==> config.mk <==
export PLATFORM = sky130hd
export DESIGN_NAME = gdmf_ctrl
export DESIGN_NICKNAME = d
export VERILOG_FILES = /design/src/inc/gdmf_pkg.sv /design/src/hdl/gdmf_ctrl.sv
export VERILOG_INCLUDE_DIRS = /design/src /design/src/inc
export SDC_FILE = /design/constraint.sdc
export NUM_CORES = 1
export LEC_CHECK = 0
export BUFFER_PORTS_ARGS = -buffer_cell sky130_fd_sc_hd__buf_2
export CORE_AREA = 3 3 126 128
export DETAILED_ROUTE_END_ITERATION = 10
export DIE_AREA = 0 0 129 131
export HOLD_SLACK_MARGIN = 0.15
export MAX_ROUTING_LAYER = met4
export PLACE_DENSITY = 0.71
export SETUP_SLACK_MARGIN = 0.1
export SLEW_MARGIN = 30
export SYNTH_ARGS = -nofsm -noshare
export SYNTH_HDL_FRONTEND = slang
export SYNTH_SLANG_ARGS = --single-unit
export TNS_END_PERCENT = 100
==> constraint.sdc <==
create_clock -name clk_sys -period 2.22 [get_ports clk_sys]
set_clock_uncertainty 0.1 [all_clocks]
set_input_delay 0.222 -clock clk_sys [delete_from_list [all_inputs] [get_ports clk_sys]]
set_output_delay 0.222 -clock clk_sys [all_outputs]
set_load 0.03 [all_outputs]
==> src/inc/gdmf_map.svh <==
// gdmf_map.svh: register offsets, field positions, reset values and times of the gate driver mode/fault block
// assumes: included by bare name, 32-bit apb data, one register per aligned word
`ifndef GDMF_MAP_SVH
`define GDMF_MAP_SVH

// register byte offsets
`define GDMF_CONFIG_REG_ZERO_OFS  8'h00
`define GDMF_DEAD_GAP_CONFIG_OFS  8'h04
`define GDMF_STATUS_OFS           8'h08
`define GDMF_INT_STAT_OFS         8'h0C
`define GDMF_INT_MASK_OFS         8'h10

// config_reg_zero fields
`define GDMF_CFG_AMP_OFF_BIT      0
`define GDMF_CFG_DEEP_IDLE_BIT    1
`define GDMF_CFG_RESET            2'h0

// dead_gap_config field
`define GDMF_GAP_W                8
`define GDMF_GAP_RESET            8'h00

// status fields
`define GDMF_ST_MODE_LSB          0
`define GDMF_ST_LATCH_LSB         8
`define GDMF_ST_COND_LSB          16

// interrupt events
`define GDMF_EV_W                 4
`define GDMF_EV_FAULT             0
`define GDMF_EV_LOW_POWER         1
`define GDMF_EV_ACTIVE            2
`define GDMF_EV_WAKE              3
`define GDMF_EV_RESET             4'h0

// times, in their own units
`define GDMF_CLK_NS               25
`define GDMF_GATE_OFF_NS          100
`define GDMF_OE_LOW_NS            1000000
`define GDMF_BIAS_TMO_NS          15000000
`define GDMF_RESUME_LOW_NS        1000

`endif

==> src/inc/gdmf_pkg.sv <==
// gdmf_pkg: types shared by the gate driver mode/fault block
// assumes: nothing outside itself
package gdmf_pkg;

   typedef enum logic [2:0]
   {
      GDMF_LDO_START,
      GDMF_BIAS_START,
      GDMF_ACTIVE,
      GDMF_STANDBY,
      GDMF_SLEEP
   } gdmf_mode_e;

   // bit p of hi is gate_<p>_upper / phase_<p>_hi_cmd, a=0 b=1 c=2
   typedef struct packed
   {
      logic [2:0] hi;
      logic [2:0] lo;
   } gdmf_gate_s;

   typedef struct packed
   {
      logic logic_ldo_en;
      logic gate_bias_en;
      logic pump_en;
      logic bias_from_pump;
      logic amp_en;
   } gdmf_supply_s;

endpackage : gdmf_pkg

==> src/hdl/gdmf_ctrl.sv <==
// gdmf_ctrl: mode, supply gating, gate forcing, dead gap and fault latch of a three-phase gate driver
// assumes: all inputs synchronous to clk_sys, apb master on the same clock, alarm pin pulled up outside
//
// Design decisions made here: the address map and the APB interface to the registers.
`timescale 1ns/10ps
`include "gdmf_map.svh"

module gdmf_ctrl
#(
   parameter int NF                = 4,
   parameter int OE_LOW_CYC        = (`GDMF_OE_LOW_NS + `GDMF_CLK_NS - 1) / `GDMF_CLK_NS,
   parameter int BIAS_TMO_CYC      = (`GDMF_BIAS_TMO_NS + `GDMF_CLK_NS - 1) / `GDMF_CLK_NS,
   parameter int RESUME_LOW_MIN_NS = `GDMF_RESUME_LOW_NS
)
(
   input  wire logic                  clk_sys,
   input  wire logic                  rst_b,
   input  wire logic                  psel,
   input  wire logic                  penable,
   input  wire logic                  pwrite,
   input  wire logic [7:0]            paddr,
   input  wire logic [31:0]           pwdata,
   output      logic [31:0]           prdata,
   output      logic                  pready,
   output      logic                  pslverr,
   input  wire logic                  out_enable,
   input  wire logic                  wake_in,
   input  wire gdmf_pkg::gdmf_gate_s  phase_cmd,
   input  wire logic [NF-1:0]         fault_cond,
   input  wire logic                  ldo_ready,
   input  wire logic                  gate_bias_ready,
   input  wire logic                  pump_request,
   output      gdmf_pkg::gdmf_gate_s  gate_out,
   output      gdmf_pkg::gdmf_supply_s supply,
   output      logic                  alarm_o,
   output      logic                  alarm_oe,
   output      logic                  irq
);

   localparam int RESUME_CYC = (RESUME_LOW_MIN_NS + `GDMF_CLK_NS - 1) / `GDMF_CLK_NS;
   localparam int GATE_OFF_CYC = `GDMF_GATE_OFF_NS / `GDMF_CLK_NS;
   localparam int OW = $clog2(OE_LOW_CYC + 1);
   localparam int BW = $clog2(BIAS_TMO_CYC + 1);
   localparam int WW = $clog2(RESUME_CYC + 2);
   localparam logic [OW-1:0] OE_LOW_MAX = OW'(OE_LOW_CYC);
   localparam logic [BW-1:0] BIAS_MAX   = BW'(BIAS_TMO_CYC);
   localparam logic [WW-1:0] WAKE_MAX   = WW'(RESUME_CYC);

   gdmf_pkg::gdmf_mode_e   state;
   gdmf_pkg::gdmf_mode_e   next_state;
   gdmf_pkg::gdmf_supply_s next_supply;
   logic [1:0]             config_reg_zero;
   logic [`GDMF_GAP_W-1:0] dead_gap_config;
   logic [`GDMF_EV_W-1:0]  int_stat;
   logic [`GDMF_EV_W-1:0]  int_mask;
   logic [`GDMF_EV_W-1:0]  next_int_stat;
   logic [`GDMF_EV_W-1:0]  events;
   logic [NF-1:0]          fault_latch;
   logic [NF-1:0]          next_fault_latch;
   logic [OW-1:0]          oe_low_cnt;
   logic [BW-1:0]          bias_cnt;
   logic [WW-1:0]          wake_low_cnt;
   logic                   oe_q;
   logic                   wake_q;
   logic [2:0]             next_hi;
   logic [2:0]             next_lo;
   logic [`GDMF_GAP_W-1:0] gap_cnt [3];

   wire amp_standby_off = config_reg_zero[`GDMF_CFG_AMP_OFF_BIT];
   wire deep_idle_sel   = config_reg_zero[`GDMF_CFG_DEEP_IDLE_BIT];
   wire oe_rise         = out_enable & ~oe_q;
   wire low_ok          = (oe_low_cnt == OE_LOW_MAX);
   wire wake_ok         = wake_in & ~wake_q & (wake_low_cnt == WAKE_MAX);
   wire bias_done       = gate_bias_ready | (bias_cnt == BIAS_MAX);
   wire drive_ok        = out_enable & (state == gdmf_pkg::GDMF_ACTIVE);
   wire startup         = (state == gdmf_pkg::GDMF_LDO_START);

   // apb decode
   wire acc_first = psel & penable & ~pready;
   wire acc_done  = psel & penable & pready;
   wire hit_cfg   = (paddr == `GDMF_CONFIG_REG_ZERO_OFS);
   wire hit_gap   = (paddr == `GDMF_DEAD_GAP_CONFIG_OFS);
   wire hit_stat  = (paddr == `GDMF_STATUS_OFS);
   wire hit_int   = (paddr == `GDMF_INT_STAT_OFS);
   wire hit_mask  = (paddr == `GDMF_INT_MASK_OFS);
   wire hit_any   = hit_cfg | hit_gap | hit_stat | hit_int | hit_mask;
   wire wr_done   = acc_done & pwrite;

   wire [31:0] status_word = (32'(3'(state)) << `GDMF_ST_MODE_LSB)
                           | (32'(fault_latch) << `GDMF_ST_LATCH_LSB)
                           | (32'(fault_cond) << `GDMF_ST_COND_LSB);
   wire [31:0] rd_mux = hit_cfg  ? 32'(config_reg_zero) :
                        hit_gap  ? 32'(dead_gap_config) :
                        hit_stat ? status_word :
                        hit_int  ? 32'(int_stat) :
                        hit_mask ? 32'(int_mask) : 32'h0000_0000;

   // fault latch: present condition sets and wins over the enable-rise clear
   assign next_fault_latch = (fault_latch & ~({NF{oe_rise}} & ~fault_cond)) | fault_cond;

   // interrupt events and write-one-to-clear, set wins
   assign events[`GDMF_EV_FAULT]     = |(fault_cond & ~fault_latch);
   assign events[`GDMF_EV_LOW_POWER] = (next_state != state) &&
                                       (next_state == gdmf_pkg::GDMF_STANDBY || next_state == gdmf_pkg::GDMF_SLEEP);
   assign events[`GDMF_EV_ACTIVE]    = (next_state != state) && (next_state == gdmf_pkg::GDMF_ACTIVE);
   assign events[`GDMF_EV_WAKE]      = (state == gdmf_pkg::GDMF_SLEEP) & wake_ok;
   assign next_int_stat = (int_stat & ~((wr_done & hit_int) ? pwdata[`GDMF_EV_W-1:0] : `GDMF_EV_RESET)) | events;

   // mode sequencing
   always_comb
   begin
      next_state = state;
      case (state)
         gdmf_pkg::GDMF_LDO_START:
            if (ldo_ready)
               next_state = gdmf_pkg::GDMF_BIAS_START;
         gdmf_pkg::GDMF_BIAS_START, gdmf_pkg::GDMF_ACTIVE:
            if (low_ok)
               next_state = deep_idle_sel ? gdmf_pkg::GDMF_SLEEP : gdmf_pkg::GDMF_STANDBY;
            else if (state == gdmf_pkg::GDMF_BIAS_START && bias_done)
               next_state = gdmf_pkg::GDMF_ACTIVE;
         gdmf_pkg::GDMF_STANDBY:
            if (out_enable)
               next_state = gdmf_pkg::GDMF_BIAS_START;
         gdmf_pkg::GDMF_SLEEP:
            if (wake_ok)
               next_state = gdmf_pkg::GDMF_LDO_START;
         default:
            next_state = gdmf_pkg::GDMF_LDO_START;
      endcase
   end

   // supply gating
   always_comb
   begin
      next_supply = '0;
      next_supply.logic_ldo_en = (state != gdmf_pkg::GDMF_SLEEP);
      next_supply.gate_bias_en = (state == gdmf_pkg::GDMF_BIAS_START) ||
                                 (state == gdmf_pkg::GDMF_ACTIVE);
      next_supply.pump_en = next_supply.gate_bias_en & pump_request;
      next_supply.bias_from_pump = next_supply.pump_en;
      next_supply.amp_en = (state != gdmf_pkg::GDMF_SLEEP) && !(!out_enable && amp_standby_off);
   end

   // per-phase drive with optional dead gap and shoot-through guard
   for (genvar p = 0; p < 3; p++)
   begin : g_phase
      wire want_hi  = phase_cmd.hi[p] & ~phase_cmd.lo[p] & drive_ok;
      wire want_lo  = phase_cmd.lo[p] & ~phase_cmd.hi[p] & drive_ok;
      wire gap_busy = (gap_cnt[p] != '0);
      assign next_hi[p] = want_hi & (gate_out.hi[p] | (~gate_out.lo[p] & ~gap_busy));
      assign next_lo[p] = want_lo & (gate_out.lo[p] | (~gate_out.hi[p] & ~gap_busy));
      wire turn_off = (gate_out.hi[p] & ~next_hi[p]) | (gate_out.lo[p] & ~next_lo[p]);

      always_ff @(posedge clk_sys or negedge rst_b)
      begin
         if (!rst_b)
            gap_cnt[p] <= `GDMF_GAP_RESET;
         else if (turn_off)
            gap_cnt[p] <= dead_gap_config;
         else if (gap_busy)
            gap_cnt[p] <= gap_cnt[p] - `GDMF_GAP_W'(1);
      end
   end

   // qualification counters
   always_ff @(posedge clk_sys or negedge rst_b)
   begin
      if (!rst_b)
      begin
         oe_low_cnt   <= '0;
         bias_cnt     <= '0;
         wake_low_cnt <= '0;
         oe_q         <= 1'b0;
         wake_q       <= 1'b0;
      end
      else
      begin
         oe_low_cnt   <= out_enable ? '0 : (low_ok ? oe_low_cnt : oe_low_cnt + OW'(1));
         bias_cnt     <= (state != gdmf_pkg::GDMF_BIAS_START) ? '0 :
                         (bias_cnt == BIAS_MAX ? bias_cnt : bias_cnt + BW'(1));
         wake_low_cnt <= wake_in ? ((wake_q) ? '0 : wake_low_cnt) :
                         (wake_low_cnt == WAKE_MAX ? wake_low_cnt : wake_low_cnt + WW'(1));
         oe_q         <= out_enable;
         wake_q       <= wake_in;
      end
   end

   // state, outputs and faults
   always_ff @(posedge clk_sys or negedge rst_b)
   begin
      if (!rst_b)
      begin
         state       <= gdmf_pkg::GDMF_LDO_START;
         gate_out    <= '0;
         supply      <= '0;
         fault_latch <= '0;
         alarm_o     <= 1'b0;
         alarm_oe    <= 1'b1;
      end
      else
      begin
         state       <= next_state;
         gate_out    <= {next_hi, next_lo};
         supply      <= next_supply;
         fault_latch <= next_fault_latch;
         alarm_o     <= 1'b0;
         alarm_oe    <= (|next_fault_latch) | (next_state == gdmf_pkg::GDMF_LDO_START);
      end
   end

   // apb slave: one wait state, registered answer
   always_ff @(posedge clk_sys or negedge rst_b)
   begin
      if (!rst_b)
      begin
         pready          <= 1'b0;
         pslverr         <= 1'b0;
         prdata          <= 32'h0000_0000;
         config_reg_zero <= `GDMF_CFG_RESET;
         dead_gap_config <= `GDMF_GAP_RESET;
         int_stat        <= `GDMF_EV_RESET;
         int_mask        <= `GDMF_EV_RESET;
         irq             <= 1'b0;
      end
      else
      begin
         pready   <= acc_first;
         pslverr  <= acc_first & ~hit_any;
         prdata   <= (acc_first & ~pwrite) ? rd_mux : 32'h0000_0000;
         int_stat <= next_int_stat;
         irq      <= |(next_int_stat & int_mask);
         if (wr_done & hit_cfg)
            config_reg_zero <= pwdata[1:0];
         if (wr_done & hit_gap)
            dead_gap_config <= pwdata[`GDMF_GAP_W-1:0];
         if (wr_done & hit_mask)
            int_mask <= pwdata[`GDMF_EV_W-1:0];
      end
   end
endmodule : gdmf_ctrl

==> results.env <==
STATUS='finished, violations left'
VIOLATIONS='setup timing'
GR-USAGE-ALL-LAYERS_PCT=17.3
DIE_H_UM=131
NUMBER_OF_MAX_CAPACITANCE_VIOLATIONS_REPORTED=0
SETUP.WORST_PATH.CLASS='reg -> reg'
TIMING.CRITICAL_PATH.TO='irq$_DFF_PN0_'
WORSTPATHREQUIRED_NS=2.40
CELLPOWERDENSITY_nW_PER_UM2=775
CRITPATHARRIVALTIME_NS=2.41
TRITONCTS_NUM_SINKS=123
FILLERS=1285
FINAL.MIN_CLOCK_PERIOD_NS=2.22
MAX_CLOCK_FREQ_MHz=450
FIRST_PASS_ITERS=5
NUMCTSBUFFERS=17
DRT_WL_CELL_UM=14.3
DRIVE_ABOVE_1_SHARE_PCT=23.9
STARTPOINT_TYPE='flip-flop'
GP_CONGESTION=0.845
DETAILED_PLACE_HPWL_UM=9490
CTS_TREE='yes'
SYNTHESIS.YOSYS.WARNINGS=0
END_KIND='flip-flop'
SYNTH.TOP_CELL.AREA_SHARE_PCT=49.3
SYN_TO_FINAL_GROWTH_PCT=30.3
SEQUENTIAL_TO_TOTAL_AREA_SHARE_FROM_YOSYS_STAT_PCT=49.7
FIN_CELLS=978
SYNTHFLOPTYPE='sky130_fd_sc_hd__dfrtp_1'
FINAL_HOLD_VIOL_COUNT=0
START_UTIL_PCT=41.4
VIA_COUNT=4940
SYN_AVG_CELL_AREA_UM2=9.80
CORE_AREA_UM2=15000
SYNTH-SEQ-CELLS=123
CHIPWIDTH_UM=129
ROUTED_WL_UM=14000
SETUP_VIOL=1
VIA_PER_INST=5.05
COUNT_OF_DISTINCT_CELL_TYPES_IN_THE_SYNTHESIZED_NETLIST=72
CRITICAL_PATH.STARTPOINT='oe_low_cnt[1]$_DFFE_PN0P_'
STD_CELL_ROWS=45
DESIGN.FINAL.NETS=844
ASYNC_FLOP_SHARE_PCT=100
HOLD_SLACK_NS=0.165
SYNTHESIS.AREA_UM2=6190
SYNTH_AREA_LEADERS='sky130_fd_sc_hd__dfrtp_1, sky130_fd_sc_hd__nor2_1, sky130_fd_sc_hd__nand2_1, sky130_fd_sc_hd__xor2_1, sky130_fd_sc_hd__xnor2_1'
GRT_ANTENNA_BEFORE_REPAIR=2
LEADING_CELL_TYPE_IN_THE_LAYOUT_FILL_AND_TAPS_EXCLUDED='sky130_fd_sc_hd__dfrtp_1'
DP_WORST_SETUP_SLACK_NS=-0.0977
MAXIMUM_NUMBER_OF_PINS_ON_ONE_NET_BEFORE_GLOBAL_ROUTE_REPAIR=62
CTS.ROOT.BUFFER_CELL='sky130_fd_sc_hd__clkbuf_16'
SYNTH_ENABLE_FLOP_CELLS=0
POWER.LEAKAGE_uW=0.00367
FINAL.PERIOD_UTILIZATION_PCT=100
MULTI_INPUT_COMB_AREA_UM2=2990
LAYOUT.AREA.SEQ_UM2=3080
GRT_SETUP_UNREPAIRED='true'
WORST_SETUP_HOLD_PATH_CLK_SLEW_NS=0.06
POST-SYNTH-TOP-AREA-CELL='sky130_fd_sc_hd__dfrtp_1'
SETUP_TNS_NS=-0.000544
IRDROPWORSTVDD_mV=0.557
FLOORPLAN.IO_PINS=108
DIEAREA_UM2=16900
GRT_PASS1_WL_UM=22500
RESIDUAL_OVERFLOW_FROM_GLOBAL_ROUTING=0
CRITICAL_PATH.MAX_FANOUT=5
MIN-DELAY-PATH-CLASS='in -> async'
VIAS_IN_THE_FIRST_GLOBAL_ROUTE=4690
CRIT-REG2REG-LAUNCH='oe_low_cnt[1]$_DFFE_PN0P_'
FINAL_MAX_SLEW_VIOL_COUNT=0
REMAINING_DRC_ERRORS=0
SYNTHESIS.INSTANCES=632
FIRST_ITER_VIOLATIONS=281
ROUTE.ANTENNA.REMAINING_NETS=0
IO_BUFFER_COUNT=66
REGTOREGSETUPSLACK_NS=-0.0005
PLACE.DETAILED.INSTANCES=911
CLOCK_TREE.HTREE_LEVEL_COUNT=4
CLOCK_LATENCY_ON_THE_WORST_SKEW_PAIR_NS=0.42
WORST_SLACK_NS=-0.000544
WORST_REG2REG_PATH_DEPTH=8
LAYOUT_COMMON_CELLS='sky130_fd_sc_hd__dfrtp_1, sky130_fd_sc_hd__nor2_1, sky130_fd_sc_hd__buf_2'
WORSTREG2REGEND='irq$_DFF_PN0_'
MAX-CLOCK-PATH-BUFFERS=2
==> area by class of cell <==
type / instances / share of cell area (%)
timing repair buffer: 145 / 12.9
tap: 188 / 2.91
multi-input combinational: 462 / 37.0
inverter: 26 / 1.21
clock buffer: 18 / 5.32
sequential: 123 / 38.1
clock inverter: 14 / 2.43
antenna: 2 / 0.0620
==> state kept, by name (all words and copies together), names as in the netlist, 2 cells and up <==
| signal | flops |
|---|---|
| gap_cnt | 24 |
| bias_cnt | 20 |
| oe_low_cnt | 16 |
| prdata | 16 |
| dead_gap_config | 8 |
| gate_out | 6 |
| wake_low_cnt | 6 |
| fault_latch | 4 |
| int_mask | 4 |
| int_stat | 4 |
| supply | 4 |
| state | 3 |
| config_reg_zero | 2 |
==> Yosys cell counts, types with 2 or more instances <==
cell type and instances:
sky130_fd_sc_hd__mux2_2 10, sky130_fd_sc_hd__a21oi_1 34, sky130_fd_sc_hd__a31oi_1 3, sky130_fd_sc_hd__nor2b_1 8, sky130_fd_sc_hd__mux4_2 2, sky130_fd_sc_hd__nor2_1 69, sky130_fd_sc_hd__mux2_1 9, sky130_fd_sc_hd__nor4_1 4
sky130_fd_sc_hd__nor4_2 2, sky130_fd_sc_hd__xor2_1 24, sky130_fd_sc_hd__and2_1 14, sky130_fd_sc_hd__nor4bb_1 3, sky130_fd_sc_hd__clkbuf_1 16, sky130_fd_sc_hd__dfrtp_1 122, sky130_fd_sc_hd__a221oi_1 2, sky130_fd_sc_hd__o2bb2ai_1 2
sky130_fd_sc_hd__xnor2_1 20, sky130_fd_sc_hd__ha_1 9, sky130_fd_sc_hd__buf_4 19, sky130_fd_sc_hd__or2_2 2, sky130_fd_sc_hd__nand3b_1 8, sky130_fd_sc_hd__o21ai_1 11, sky130_fd_sc_hd__and3_1 9, sky130_fd_sc_hd__or4_1 3
sky130_fd_sc_hd__nand4_1 10, sky130_fd_sc_hd__and4_1 3, sky130_fd_sc_hd__nand2_1 64, sky130_fd_sc_hd__or2_1 2, sky130_fd_sc_hd__nor3_1 13, sky130_fd_sc_hd__inv_1 26, sky130_fd_sc_hd__o21ai_0 15, sky130_fd_sc_hd__buf_1 2
sky130_fd_sc_hd__nor3b_1 2, sky130_fd_sc_hd__nor4b_1 3, sky130_fd_sc_hd__nand2b_1 10, sky130_fd_sc_hd__o31ai_1 8, sky130_fd_sc_hd__or3_1 11, sky130_fd_sc_hd__o22ai_1 3, sky130_fd_sc_hd__nand3_1 22
==> worst max-delay path, cell delays in order, from the launching register on <==
cell	delay, ns
sky130_fd_sc_hd__dfrtp_1	0.39
sky130_fd_sc_hd__inv_2	0.08
sky130_fd_sc_hd__ha_4	0.12
sky130_fd_sc_hd__nor4bb_4	0.30
sky130_fd_sc_hd__and4_4	0.31
sky130_fd_sc_hd__a31oi_1	0.09
sky130_fd_sc_hd__o211a_1	0.28
sky130_fd_sc_hd__a221oi_2	0.31
sky130_fd_sc_hd__o31ai_1	0.11
==> how the worst min path moves through the flow <==
stage / to / slack [ns] / cells after the start
final: pready$_DFF_PN0_ / 0.16 / 2
after global placement: pslverr$_DFF_PN0_ / 0.06 / 1
after floorplan: bias_cnt[0]$_DFFE_PN0P_ / -0.17 / 0
after CTS: pready$_DFF_PN0_ / 0.15 / 2
after detailed placement: pready$_DFF_PN0_ / 0.06 / 1
after global routing: pready$_DFF_PN0_ / 0.19 / 2
==> metal layers <==
layer  track usage (%)  part of all wire, %  vias up
li1                  -                    -     2451
met5                 -                    0        -
met4              7.10                  1.9        0
met1              20.9                   44     2360
met3              4.88                  4.9       20
met2              27.6                   49      109
==> per-stage QoR <==
| stage | total power (uW) | util, % | cell area, um2 |
|---|---|---|---|
| 4_1_cts | 6290 | 53.3 | 7980 |
| 3_5_place_dp | 3330 | 47.0 | 7040 |
| 5_1_grt | 6530 | 53.9 | 8070 |
| 3_3_place_gp | 3310 | 47.0 | 7040 |
| 2_1_floorplan | 3030 | - | 6290 |
| 6_report | 6260 | 53.9 | 8070 |
==> where the power goes <==
group          total [uW]  internal, uW  switching [uW]
clock network        2900          1880            1020
registers            2410          2340            75.2
logic                 944           371             574
==> kinds of logic (layout without fill, tap and decap cells) <==
kind of cell	count (synthesis)	count (layout)	synth area share, %
xor+xnor	44	44	6.22
compound gates	96	96	9.49
flops	123	123	49.7
simple gates	273	274	23.3
fa+ha+maj	9	9	1.82
mux	22	22	4.34
other cells	1	19	0.0605
buf+inv	64	203	5.05
==> what timing repair did <==
item | 4_1_cts | 5_1_grt
pin swaps | 2 | 7
hold endpoints to repair | 183 | 0
setup buffers | 0 | 2
endpoints found under the setup margin | 3 | 7
hold buffers | 30 | 0
resized for setup | 5 | 13
gates cloned | 0 | 1
(Power assumes the default switching activity.)
